$ cat config.mk
export PLATFORM = sky130hd
export DESIGN_NAME = instruction_phase_pipeline
export DESIGN_NICKNAME = d
export VERILOG_FILES = /design/src/design/alu8.v /design/src/design/instruction_phase_pipeline.v
export VERILOG_INCLUDE_DIRS = /design/src /design/src/pkg
export SDC_FILE = /design/constraint.sdc
export NUM_CORES = 1
export LEC_CHECK = 0
export BUFFER_PORTS_ARGS = -buffer_cell sky130_fd_sc_hd__buf_2
export CAP_MARGIN = 20
export CORE_ASPECT_RATIO = 1.2
export CORE_MARGIN = 3
export CORE_UTILIZATION = 55
export DETAILED_ROUTE_END_ITERATION = 6
export GPL_TIMING_DRIVEN = 0
export PLACE_DENSITY = 0.83
export SLEW_MARGIN = 30
export SYNTH_ARGS = -nofsm -noshare
export SYNTH_HDL_FRONTEND = slang
export SYNTH_SLANG_ARGS = --single-unit
$ cat constraint.sdc
create_clock -name clk_in -period 3.6 [get_ports clk_in]
set_clock_uncertainty 0.15 [all_clocks]
set_input_delay 0.54 -clock clk_in [delete_from_list [all_inputs] [get_ports clk_in]]
set_output_delay 0.54 -clock clk_in [all_outputs]
set_load 0.01 [all_outputs]
$ cat src/pkg/phase_pipe_defs.vh
// Constants for the instruction phase pipeline.
`ifndef PHASE_PIPE_DEFS_VH
`define PHASE_PIPE_DEFS_VH
`define PH_T1 2'h0
`define PH_T2 2'h1
`define PH_T3 2'h2
`define PH_T4 2'h3
`define RESET_VECTOR 14'h0000
`define PAGE_MASK 14'h3F00
`define OP_NOP 3'h0
`define OP_ADD 3'h1
`define OP_AND 3'h2
`define OP_OR 3'h3
`define OP_XOR 3'h4
`define OP_INC 3'h5
`define OP_DEC 3'h6
`define OP_RL 3'h7
`endif

$ cat src/design/alu8.v
// Eight-bit arithmetic unit shared by all data and branch-decision operations.
`timescale 1ns/1ps
`include "phase_pipe_defs.vh"
module alu8 (
  input wire clk_in,
  input wire rst_in,
  input wire load_in,
  input wire [2:0] op_in,
  input wire [7:0] a_in,
  input wire [7:0] b_in,
  output reg [7:0] result_out,
  output reg zero_out
);
  reg [7:0] res_nxt;
  always @* begin
    case (op_in)
      `OP_ADD: res_nxt = a_in + b_in;
      `OP_AND: res_nxt = a_in & b_in;
      `OP_OR: res_nxt = a_in | b_in;
      `OP_XOR: res_nxt = a_in ^ b_in;
      `OP_INC: res_nxt = b_in + 8'h01;
      `OP_DEC: res_nxt = b_in - 8'h01;
      `OP_RL: res_nxt = {b_in[6:0], b_in[7]};
      default: res_nxt = a_in;
    endcase
  end
  always @(posedge clk_in) begin
    if (rst_in) begin
      result_out <= 8'h00;
      zero_out <= 1'b0;
    end else if (load_in) begin
      result_out <= res_nxt;
      zero_out <= (res_nxt == 8'h00);
    end
  end
endmodule // alu8

$ cat src/design/instruction_phase_pipeline.v
// Four-phase instruction sequencer with fetch/execute overlap and branch flush.
// Notes on behaviour
// - Four non-overlapping phases from the system clock form one instruction cycle.
// - Program counter increments at first phase start; new word fetched then.
// - Phases two to four decode and execute the previously fetched word.
// - Fetch overlaps execute, so plain instructions finish one per cycle.
// - Program counter changing instructions take two instruction cycles.
// - With RC oscillator selected, spare pin carries first-phase clock, 1:3 duty.
// - One 8-bit arithmetic unit does all operations; data moves through accumulator.
// - Taken skip discards prefetched word and runs a dummy cycle instead.
// - Write to counter low byte jumps within page and inserts dummy cycle.
`timescale 1ns/1ps
`include "phase_pipe_defs.vh"
module instruction_phase_pipeline #(
  parameter PC_W = 14
) (
  input wire clk_in,
  input wire rst_in,
  input wire rc_osc_sel_in,
  input wire [15:0] instr_word_in,
  input wire exec_op_valid_in,
  input wire [2:0] exec_op_in,
  input wire [7:0] exec_operand_in,
  input wire branch_in,
  input wire [PC_W-1:0] branch_target_in,
  input wire skip_in,
  input wire pcl_write_in,
  input wire [7:0] pcl_data_in,
  output wire [3:0] instruction_phase_clocks_out,
  output reg [PC_W-1:0] fetch_addr_out,
  output reg fetch_strobe_out,
  output reg [15:0] exec_instr_out,
  output reg exec_valid_out,
  output reg exec_dummy_out,
  output reg [7:0] accumulator_out,
  output wire alu_zero_out,
  output reg spare_oscillator_output_pin_out,
  output reg spare_oscillator_output_pin_oe_out
);
  localparam [PC_W-1:0] PC_STEP = {{(PC_W-1){1'b0}}, 1'b1};

  // Pipeline state: phase counter, fetch counter, prefetch slot and pending redirect.
  reg [1:0] phase_r;
  reg [PC_W-1:0] pc_r;
  reg [PC_W-1:0] pc_nxt;
  reg [PC_W-1:0] fetch_addr_nxt;
  reg [15:0] prefetch_r;
  reg prefetch_valid_r;
  reg flush_r;
  reg flush_nxt;
  reg [PC_W-1:0] redirect_r;
  reg [PC_W-1:0] redirect_nxt;
  wire [7:0] alu_result;
  wire cycle_end;
  wire fetch_now;
  wire req_open;
  wire alu_load;
  wire acc_load;
  wire pin_nxt;

  // True when the sequencer sits in the given phase.
  function phase_is;
    input [1:0] cur;
    input [1:0] want;
    begin
      phase_is = (cur == want);
    end
  endfunction

  // A low-byte write keeps the page bits, so such a jump can never leave the current 256-word page.
  function [PC_W-1:0] page_jump;
    input [PC_W-1:0] pc;
    input [7:0] low;
    begin
      page_jump = {pc[PC_W-1:8], low};
    end
  endfunction

  assign cycle_end = phase_is(phase_r, `PH_T4);
  assign fetch_now = phase_is(phase_r, `PH_T1) && fetch_strobe_out;
  // Requests are heard in phases two and three only; a later one could not steer the next fetch in time.
  assign req_open = (phase_is(phase_r, `PH_T2) || phase_is(phase_r, `PH_T3)) && exec_valid_out && !flush_r;
  assign alu_load = phase_is(phase_r, `PH_T3) && exec_valid_out && exec_op_valid_in;
  assign acc_load = phase_is(phase_r, `PH_T4) && exec_valid_out && exec_op_valid_in;
  assign pin_nxt = rc_osc_sel_in && cycle_end;

  // Phase decode as a one-hot vector guarantees the phases never overlap.
  genvar g;
  generate
    for (g = 0; g < 4; g = g + 1) begin : ph_dec
      assign instruction_phase_clocks_out[g] = (phase_r == g[1:0]);
    end
  endgenerate

  // The counter wraps from the last phase back to the first, one instruction cycle per lap.
  always @(posedge clk_in) begin
    if (rst_in) begin
      phase_r <= `PH_T1;
    end else begin
      phase_r <= phase_r + 2'h1;
    end
  end

  // Next fetch address: the redirect target after a flush, else the counter.
  always @* begin
    if (flush_r) begin
      fetch_addr_nxt = redirect_r;
    end else begin
      fetch_addr_nxt = pc_r;
    end
    pc_nxt = fetch_addr_nxt + PC_STEP;
  end

  // The strobe is registered from the last phase so that it stands for the whole first phase.
  always @(posedge clk_in) begin
    if (rst_in) begin
      pc_r <= `RESET_VECTOR;
      fetch_addr_out <= `RESET_VECTOR;
      fetch_strobe_out <= 1'b0;
    end else begin
      fetch_strobe_out <= cycle_end;
      if (cycle_end) begin
        fetch_addr_out <= fetch_addr_nxt;
        pc_r <= pc_nxt;
      end
    end
  end

  // The word is only taken in a first phase that carries a strobe, so the idle
  // first phase straight after reset cannot load a stale bus value.
  always @(posedge clk_in) begin
    if (rst_in) begin
      prefetch_r <= 16'h0000;
      prefetch_valid_r <= 1'b0;
    end else if (fetch_now) begin
      prefetch_r <= instr_word_in;
      prefetch_valid_r <= 1'b1;
    end
  end

  // A request is held until the cycle ends, and only the first in a cycle is taken.
  always @* begin
    flush_nxt = flush_r;
    redirect_nxt = redirect_r;
    if (cycle_end) begin
      flush_nxt = 1'b0;
    end else if (req_open) begin
      if (branch_in) begin
        flush_nxt = 1'b1;
        redirect_nxt = branch_target_in;
      end else if (pcl_write_in) begin
        flush_nxt = 1'b1;
        redirect_nxt = page_jump(pc_r, pcl_data_in);
      end else if (skip_in) begin
        // Skipping resumes at the counter, past the word already prefetched.
        flush_nxt = 1'b1;
        redirect_nxt = pc_r;
      end
    end
  end

  always @(posedge clk_in) begin
    if (rst_in) begin
      flush_r <= 1'b0;
      redirect_r <= `RESET_VECTOR;
    end else begin
      flush_r <= flush_nxt;
      redirect_r <= redirect_nxt;
    end
  end

  // Next cycle starts: the prefetched word moves into execute, or a dummy takes its place.
  // A dummy is only flagged when a real word was discarded, not while the pipeline fills.
  always @(posedge clk_in) begin
    if (rst_in) begin
      exec_instr_out <= 16'h0000;
      exec_valid_out <= 1'b0;
      exec_dummy_out <= 1'b0;
    end else if (cycle_end) begin
      if (flush_r || !prefetch_valid_r) begin
        exec_instr_out <= 16'h0000;
        exec_valid_out <= 1'b0;
        exec_dummy_out <= prefetch_valid_r;
      end else begin
        exec_instr_out <= prefetch_r;
        exec_valid_out <= 1'b1;
        exec_dummy_out <= 1'b0;
      end
    end
  end

  // The shared arithmetic unit registers its result in the third phase.
  alu8 u_alu (
    .clk_in(clk_in),
    .rst_in(rst_in),
    .load_in(alu_load),
    .op_in(exec_op_in),
    .a_in(accumulator_out),
    .b_in(exec_operand_in),
    .result_out(alu_result),
    .zero_out(alu_zero_out)
  );

  // The accumulator takes the result one phase later, so both stay on one clock.
  always @(posedge clk_in) begin
    if (rst_in) begin
      accumulator_out <= 8'h00;
    end else if (acc_load) begin
      accumulator_out <= alu_result;
    end
  end

  // Registered so the pin stays glitch free; high during first phase only gives 1:3.
  always @(posedge clk_in) begin
    if (rst_in) begin
      spare_oscillator_output_pin_out <= 1'b0;
      spare_oscillator_output_pin_oe_out <= 1'b0;
    end else begin
      spare_oscillator_output_pin_out <= pin_nxt;
      spare_oscillator_output_pin_oe_out <= rc_osc_sel_in;
    end
  end
endmodule // instruction_phase_pipeline

==> results of run 1 <==
tightest hold or removal path, stage by stage:
cell and delay, ns:
buf_2 0.10, nand2_1 0.04, a21oi_1 0.05
placed cells by master, fill, tap and decap left out, types with 6 or more instances in the layout:
cell       count
inv_1         29
o21ai_0       32
nor2_1        63
nand2b_1      10
dfxtp_1      100
a22o_1        19
a21oi_1       47
nand2_1       83
nand3_1       10
a211oi_1      22
buf_2        104
nor3_1         9
clkbuf_1      32
nand3b_1       6
nor2b_1       12
ha_1          30
clkbuf_16      9
xnor2_1       13
mux2i_1       39
xor2_1         9
registers in the layout, summed over array words and instances, names as in the netlist:
| name | count |
|---|---|
| accumulator_out | 8 |
| exec_dummy_out | 1 |
| exec_instr_out | 16 |
| exec_valid_out | 1 |
| fetch_addr_out | 14 |
| fetch_strobe_out | 1 |
| flush_r | 1 |
| pc_r | 14 |
| phase_r | 2 |
| prefetch_r | 16 |
| prefetch_valid_r | 1 |
| redirect_r | 14 |
| spare_oscillator_output_pin_oe_out | 1 |
| spare_oscillator_output_pin_out | 1 |
| u_alu.result_out | 8 |
| u_alu.zero_out | 1 |
what timing repair did:
action                     4_1_cts  5_1_grt
buffers inserted                 0        0
setup endpoints to repair        0        2
gates resized for setup          0        3
power by group:
group          switching [mW]  internal (mW)
Clock                   0.402          0.577
Sequential             0.0107           1.12
Combinational           0.177          0.122
Yosys cell counts, drive strengths merged (4+ instances only):
library cell / n
a22o: 19
nand3b: 6
a22oi: 4
nand3: 10
o21a: 5
dfxtp: 100
nor3b: 6
nor2b: 12
a221oi: 4
a211oi: 22
nor3: 9
clkbuf: 32
nand2b: 10
mux2i: 39
nand2: 83
buf: 10
a21oi: 47
and3: 4
a31oi: 5
o22ai: 4
xor2: 9
xnor2: 13
o21ai: 34
inv: 29
nor2: 63
ha: 30
path summary, 6_finish.rpt:
check	depth (start not counted)	slack, ns	end	startpoint
max reg2reg	10	0.35	pc_r[8]$_SDFFE_PP0P_	flush_r$_SDFFE_PP0P_
min	3	0.28	prefetch_r[8]$_SDFFE_PP0P_	instr_word_in[8]
max	14	0.21	u_alu.zero_out$_SDFFE_PP0P_	exec_op_in[1]
min reg2reg	2	0.31	prefetch_r[2]$_SDFFE_PP0P_	prefetch_r[2]$_SDFFE_PP0P_
logic make-up (layout without fill, tap and decap cells):
kind of cell / count (synthesis) / count (layout) / share of synthesized area [%]
simple gates: 222 / 222 / 19.3
compound gates: 163 / 163 / 20.0
flops: 100 / 100 / 37.0
buf+inv: 71 / 188 / 5.39
mux: 40 / 40 / 7.42
fa+ha+maj: 31 / 31 / 7.31
xor+xnor: 22 / 22 / 3.56
per-stage QoR:
stage	hold WS [ns]	setup TNS (ns)	setup WS [ns]
after global routing	0.289	0	0.00720
after floorplan	0.283	0	0.257
after global placement	0.292	-0.311	-0.164
after CTS	0.275	0	0.102
final	0.277	0	0.211
after detailed placement	0.301	-0.491	-0.242
layout make-up:
type | instances | area, um^2 | area share, %
clock inverters | 3 | 45.0 | 0.705
clock buffers | 13 | 260 | 4.07
flip-flops and latches | 100 | 2000 | 31.3
well taps | 123 | 154 | 2.41
inverters | 29 | 109 | 1.70
plain buffers | 42 | 184 | 2.88
multi-input cells | 478 | 3130 | 49.0
repair buffers | 101 | 505 | 7.91
routing by layer:
layer	vias to the layer above	share of wire (%)	routed length, um	GRT usage [%]
met5	-	0	0	0
met1	2418	38	5550	30.1
met3	49	6.7	986	3.94
met4	0	3.9	578	14.4
li1	2482	-	-	-
met2	221	52	7600	48.5
==> qor.txt, run 1 <==
run status: completed
worst min path class: input pin to register
register area share after synthesis: 37.0%
hpwl dp: 10,800 um
post-synth cell types: 64
hold_buf cts: 0
WP data required: 3.72 ns
DRC violations left: 0
I/O pins: 104
crit-path cells: buf_2 > buf_6 > or2b_1 > a21boi_4 > o21a_1 > inv_1 > ha_1 > nor2b_1 > o2111ai_1 > nand3_1 > and3_2 > or4b_1 > and3_4 > o31ai_2
largest cells by area after synthesis: dfxtp_1 (37%), mux2i_1 (7.2%), ha_1 (6.9%)
Mapped Cells: 649
Core ar.: 9560 um^2
quantity of I/O buffers inserted on ports: 101
DP Cell Count: 873
largest net degree at the start of global routing: 16
Final ANT Viol Nets: 0
DRT iter0 DRCs: 382
Mapped Avg Cell Area: 8.34 um^2
Synth top area share: 37.0%
Num CTS Buffers: 9
Nets: 848
Main synth FF type: dfxtp_1
GRT overflow: 0
vias: 5,170
Post-synth EDFFs: 0
worst setup path class: input pin to register
first-pass GRT wire length: 23,700 um
PwrDens: 377 nW/um^2
Die Area: 11,100 um^2
crit path capture type: register
# diodes: 0
Area Growth Syn to Fin: 18.1%
Yosys reg bits: 100
Worst VDD drop: 0.232 mV
Rel. slew slack: 50.5%
H-tree levels: 3
Skew-Pair Late Insertion Delay: 0.35 ns
ys async rst share: 0%
layout cells sized above 1: 17.6%
Critical-path top delay cell: or4b_1
Root Buffer Master: clkbuf_16
Placed Area: 6070 um^2
mapped cell area: 5410 um^2
Post-Layout Cell Count: 889
DRT Wirelength: 14,700 um
initial antenna violation count: 0
count of final setup violators: 0
Bufs on Longest Clock Path: 2
CP top delay family: simple AND/OR/NAND/NOR gates
DR WL/cell: 16.6 um
Leak: 2.71 nW
DR pass1 iterations: 5
# clock sinks: 100
worst-margin pin slew: 0.741 ns
final hold viol count: 0
yosys warns: 0
Die X: 96.6 um
vias in the first global route: 5,178
final instance area: 6390 um^2
MaxCap Viol Count: 0
Site Rows: 39
GRT Total Usage: 27.0%
die height: 115 um
filler instances: 811
Final Power: 2.41 mW
Period minus WS final: 3.39 ns
CTS clk-pin slew, worst paths: 0.07 ns
crit path DAT: 3.51 ns
CP startpoint kind: input pin
pins over their slew limit: 0
post-route clock period utilization: 94.1%
initial core utilization: 56.6%
WP buf/inv: 3
Synthesized Nets: 736
routability cong.: 0.944
DR vias/cell: 5.82
Layout Utilization: 66.8%
TritonCTS clock tree: built
max incr delay on CP: 0.46 ns
crit-path max FO: 10
post-synth top area cell: dfxtp_1
RSZ-0062 raised after global routing: false
highest clock rate: 295 MHz
Power figures use the tool's default switching activity.
==> inputs of run 2 (changes only) <==
Settings changed: CORE_UTILIZATION 55 to 56, PLACE_DENSITY 0.83 to 0.85.
==> qor.txt, run 2 (synthesis gave the netlist of run 1 again) <==
Die Area: 10,900 um^2
Worst VDD drop: 0.174 mV
count of final setup violators: 0
MaxCap Viol Count: 0
WP data required: 3.75 ns
quantity of I/O buffers inserted on ports: 101
Hold Crit Start: instr_word_in[12]
R2R setup slack: 0.34 ns
DP Cell Count: 870
I/O pins: 104
RSZ-0062 raised after global routing: false
GRT overflow: 0
PwrDens: 345 nW/um^2
Area Growth Syn to Fin: 16.3%
pins over their slew limit: 0
GRT Total Usage: 26.9%
hold path endpoint: prefetch_r[12]$_SDFFE_PP0P_
Site Rows: 38
most frequent cells in the layout: buf_2 (104), dfxtp_1 (100), nand2_1 (83), nor2_1 (63), a21oi_1 (47)
GRT met3 Usage: 4.68%
Die X: 95.7 um
WHS: 0.242 ns
worst min path class: input pin to register
crit path DAT: 3.56 ns
die height: 114 um
DR WL/cell: 16.3 um
initial antenna violation count: 0
first-pass GRT wire length: 23,200 um
Period minus WS final: 3.40 ns
depth of the most critical reg-to-reg path: 10
Nets: 848
post-route clock period utilization: 94.6%
vias: 5,063
largest net degree at the start of global routing: 17
commonest non-fill, non-tap cell in the layout: buf_2
met1 usage: 31.4%
Setup Buffers After CTS: 0
initial core utilization: 58.7%
# clock sinks: 100
layout cells sized above 1: 17.9%
Leak: 2.67 nW
final hold viol count: 0
filler instances: 768
worst setup path class: input pin to register
routability cong.: 0.951
hold depth: 3
Num CTS Buffers: 9
DRC violations left: 0
CP startpoint kind: input pin
worst-margin pin slew: 0.714 ns
crit-path max FO: 10
Bufs on Longest Clock Path: 2
r2r endpoint: pc_r[8]$_SDFFE_PP0P_
Top Registers: exec_instr_out x16, prefetch_r x16
Core ar.: 9220 um^2
DRT Wirelength: 14,500 um
Post-Layout Cell Count: 886
Skew-Pair Late Insertion Delay: 0.38 ns
met2 usage: 47.4%
DRT iter0 DRCs: 277
highest clock rate: 294 MHz
TritonCTS clock tree: built
Final ANT Viol Nets: 0
grt peak-use layer: met2
H-tree levels: 3
# diodes: 0
reg-to-reg startpoint: flush_r$_SDFFE_PP0P_
Root Buffer Master: clkbuf_8
run status: completed
DR vias/cell: 5.71
Rel. slew slack: 52.3%
crit path capture type: register
CTS clk-pin slew, worst paths: 0.09 ns
DR pass1 iterations: 5
hpwl dp: 10,900 um
vias in the first global route: 4,974
[run 2: cell types whose count changed in the layout (fill, tap and decap cells not counted)]
cell | previous run | this run
clkinv_4 | 0 | 2
clkbuf_8 | 3 | 12
clkinvlp_4 | 2 | 1
clkbuf_16 | 9 | 0
clkbuf_1 | 32 | 30
clkinv_2 | 0 | 1
[run 2: worst max-delay path, stage by stage]
cell	delay, ns
buf_2	0.11
buf_6	0.14
or2b_1	0.36
a21boi_4	0.32
o21a_1	0.19
inv_1	0.05
ha_1	0.26
nor2b_1	0.16
o2111ai_1	0.19
nand3_1	0.15
and3_2	0.25
or4b_1	0.47
and3_4	0.17
o31ai_2	0.19
[run 2: layout make-up]
class	count	area, um^2	area share (%)
tap	120	150	2.39
clock inverter	5	60.1	0.954
sequential	100	2000	31.8
buffer	42	184	2.92
clock buffer	11	151	2.41
timing repair buffer	101	505	8.03
inverter	29	109	1.73
multi-input combinational	478	3130	49.8
[run 2: timing repair]
item                       in CTS  in global routing
resized for setup               0                  3
hold buffers                    0                  0
setup endpoints to repair       0                  2
[run 2: where the power goes]
group | switching, mW | total [mW] | internal (mW)
combinational | 0.176 | 0.298 | 0.122
clock | 0.384 | 0.744 | 0.360
sequential | 0.0104 | 1.13 | 1.12
total | 0.571 | 2.17 | 1.60
[run 2: routing by layer]
metal	part of all wire (%)	vias to the layer above	wire length [um]
met4	2.9	0	415
met3	5.3	28	771
li1	-	2481	-
met2	51	162	7430
met5	0	-	0
met1	40	2392	5840
[run 2: how the worst max path moves through the flow]
stage,start,end,cells after the start
after floorplan,exec_op_in[1],u_alu.zero_out$_SDFFE_PP0P_,13
after global placement,exec_op_in[0],u_alu.zero_out$_SDFFE_PP0P_,14
after detailed placement,exec_op_in[0],u_alu.zero_out$_SDFFE_PP0P_,14
after CTS,exec_op_in[0],u_alu.zero_out$_SDFFE_PP0P_,14
after global routing,exec_op_in[1],u_alu.zero_out$_SDFFE_PP0P_,14
final,exec_op_in[1],u_alu.zero_out$_SDFFE_PP0P_,14
[run 2: through the flow]
stage	power (mW)	setup WS [ns]	TNS, ns	util [%]	cell area, um^2
detailed placement	1.45	-0.298	-0.608	65.8	6070
floorplan	1.34	0.257	0	-	5410
global placement	1.44	-0.213	-0.412	65.8	6070
CTS	2.17	0.110	0	68.1	6280
finish	2.17	0.195	0	68.2	6290
global route	2.25	0.0488	0	68.2	6290
==> inputs of run 3 (changes only) <==
Settings changed: REMOVE_ABC_BUFFERS set to 1.
==> qor.txt, run 3 (synthesis gave the netlist of run 1 again) <==
RSZ-0062 raised after global routing: false
DR vias/cell: 5.76
TritonCTS clock tree: built
CTS clk-pin slew, worst paths: 0.09 ns
post-route clock period utilization: 96.0%
Reg power frac: 52.2%
crit-path max FO: 29
met1 usage: 30.3%
CP startpoint kind: input pin
switching power: 0.539 mW
WP buf/inv: 2
Bufs on Longest Clock Path: 2
clock network power share: 34.4%
Num CTS Buffers: 9
Setup Buffers After CTS: 0
Leak: 2.64 nW
initial core utilization: 58.7%
largest net degree at the start of global routing: 76
Pint: 1.63 mW
WP data required: 3.73 ns
final instance area: 6230 um^2
met2 usage: 42.1%
quantity of I/O buffers inserted on ports: 103
Critical-path top delay cell: or4b_1
pins over their slew limit: 0
DRC violations left: 0
Sw Share: 24.9%
Root Buffer Master: clkbuf_8
count of final setup violators: 0
vias: 4,896
GRT met3 Usage: 3.10%
MaxCap Viol Count: 0
Site Rows: 38
CP top delay family: simple AND/OR/NAND/NOR gates
initial antenna violation count: 0
Comb power frac: 13.4%
layout cells sized above 1: 19.5%
routability cong.: 0.945
run status: completed
worst setup path class: input pin to register
I/O pins: 104
most frequent cells in the layout: buf_2 (101), dfxtp_1 (99), nand2_1 (83), nor2_1 (62), a21oi_1 (47)
DRT Wirelength: 13,100 um
max incr delay on CP: 0.48 ns
PwrDens: 348 nW/um^2
Die X: 95.7 um
DP Cell Count: 835
Top Registers: exec_instr_out x16, prefetch_r x16
commonest non-fill, non-tap cell in the layout: buf_2
Die Area: 10,900 um^2
GRT Total Usage: 24.4%
grt peak-use layer: met2
crit path DAT: 3.59 ns
worst-margin pin slew: 0.795 ns
Final ANT Viol Nets: 0
Worst VDD drop: 0.277 mV
Rel. slew slack: 46.9%
Core ar.: 9220 um^2
crit-path cells: clkbuf_4 > or2b_1 > a21boi_4 > o21a_1 > inv_1 > ha_1 > nor2b_1 > o2111ai_1 > nand3_1 > and3_2 > or4b_1 > and3_4 > o31ai_2
Post-Layout Cell Count: 850
hpwl dp: 9310 um
Nets: 813
Final Power: 2.16 mW
DR WL/cell: 15.4 um
crit path capture type: register
Skew-Pair Late Insertion Delay: 0.37 ns
Area Growth Syn to Fin: 15.1%
final hold viol count: 0
worst min path class: input pin to register
GRT overflow: 0
vias in the first global route: 4,554
first-pass GRT wire length: 21,500 um
Period minus WS final: 3.46 ns
DRT iter0 DRCs: 259
H-tree levels: 3
# clock sinks: 100
DR pass1 iterations: 5
highest clock rate: 289 MHz
# diodes: 0
die height: 114 um
Placed Area: 5990 um^2
run 3: stage by stage:
stage               TNS (ns)  setup slack, ns  utilization (%)  hold WS [ns]
floorplan                  0            0.369                -         0.280
global placement      -21.35           -0.758             63.9         0.291
detailed placement     -1.37           -0.490             65.0         0.296
CTS                        0           0.0537             67.4         0.239
global route               0           0.0144             67.5         0.252
finish                     0            0.143             67.5         0.257
run 3: repair_timing:
item | 4_1_cts | 5_1_grt
resized for setup | 2 | 4
pin swaps | 0 | 2
cloned | 0 | 0
hold endpoints to repair | 0 | 0
setup endpoints to repair | 1 | 2
hold buffers | 0 | 0
run 3: worst paths after layout:
path,from,endpoint,slack [ns],cells past startpoint
min,instr_word_in[7],prefetch_r[7]$_SDFFE_PP0P_,0.26,3
max reg2reg,accumulator_out[0]$_SDFFE_PP0P_,u_alu.zero_out$_SDFFE_PP0P_,0.37,12
min reg2reg,prefetch_r[6]$_SDFFE_PP0P_,prefetch_r[6]$_SDFFE_PP0P_,0.31,2
max,exec_op_in[1],u_alu.zero_out$_SDFFE_PP0P_,0.14,13
run 3: metal layers:
layer / share of wire, % / wire (um)
met2: 51 / 6690
met1: 42 / 5500
met3: 5.0 / 658
met5: 0 / 0
met4: 2.1 / 273
run 3: worst reg2reg max path: cells and delay by family (launching register included):
kind / cells / cell delay (ns)
AOI/OAI and AO/OA: 3 / 0.62
adders and majority gates: 2 / 0.51
buffers and inverters: 2 / 0.18
DFF: 1 / 0.46
and+or+nand+nor: 5 / 1.23
run 3: power by group through the flow:
stage	registers, mW	clock network (mW)	logic [mW]
final	1.13	0.745	0.289
after global routing	1.13	0.805	0.320
after CTS	1.13	0.760	0.284
after detailed placement	1.16	0	0.280
after global placement	1.16	0	0.268
after floorplan	1.16	0	0.155
run 3: layout make-up:
cell class	instances	area, um^2
inverters	29	109
flip-flops and latches	100	2000
clock inverters	5	77.6
fillers	760	3000
well taps	120	150
multi-input cells	478	3160
repair buffers	108	598
clock buffers	10	128
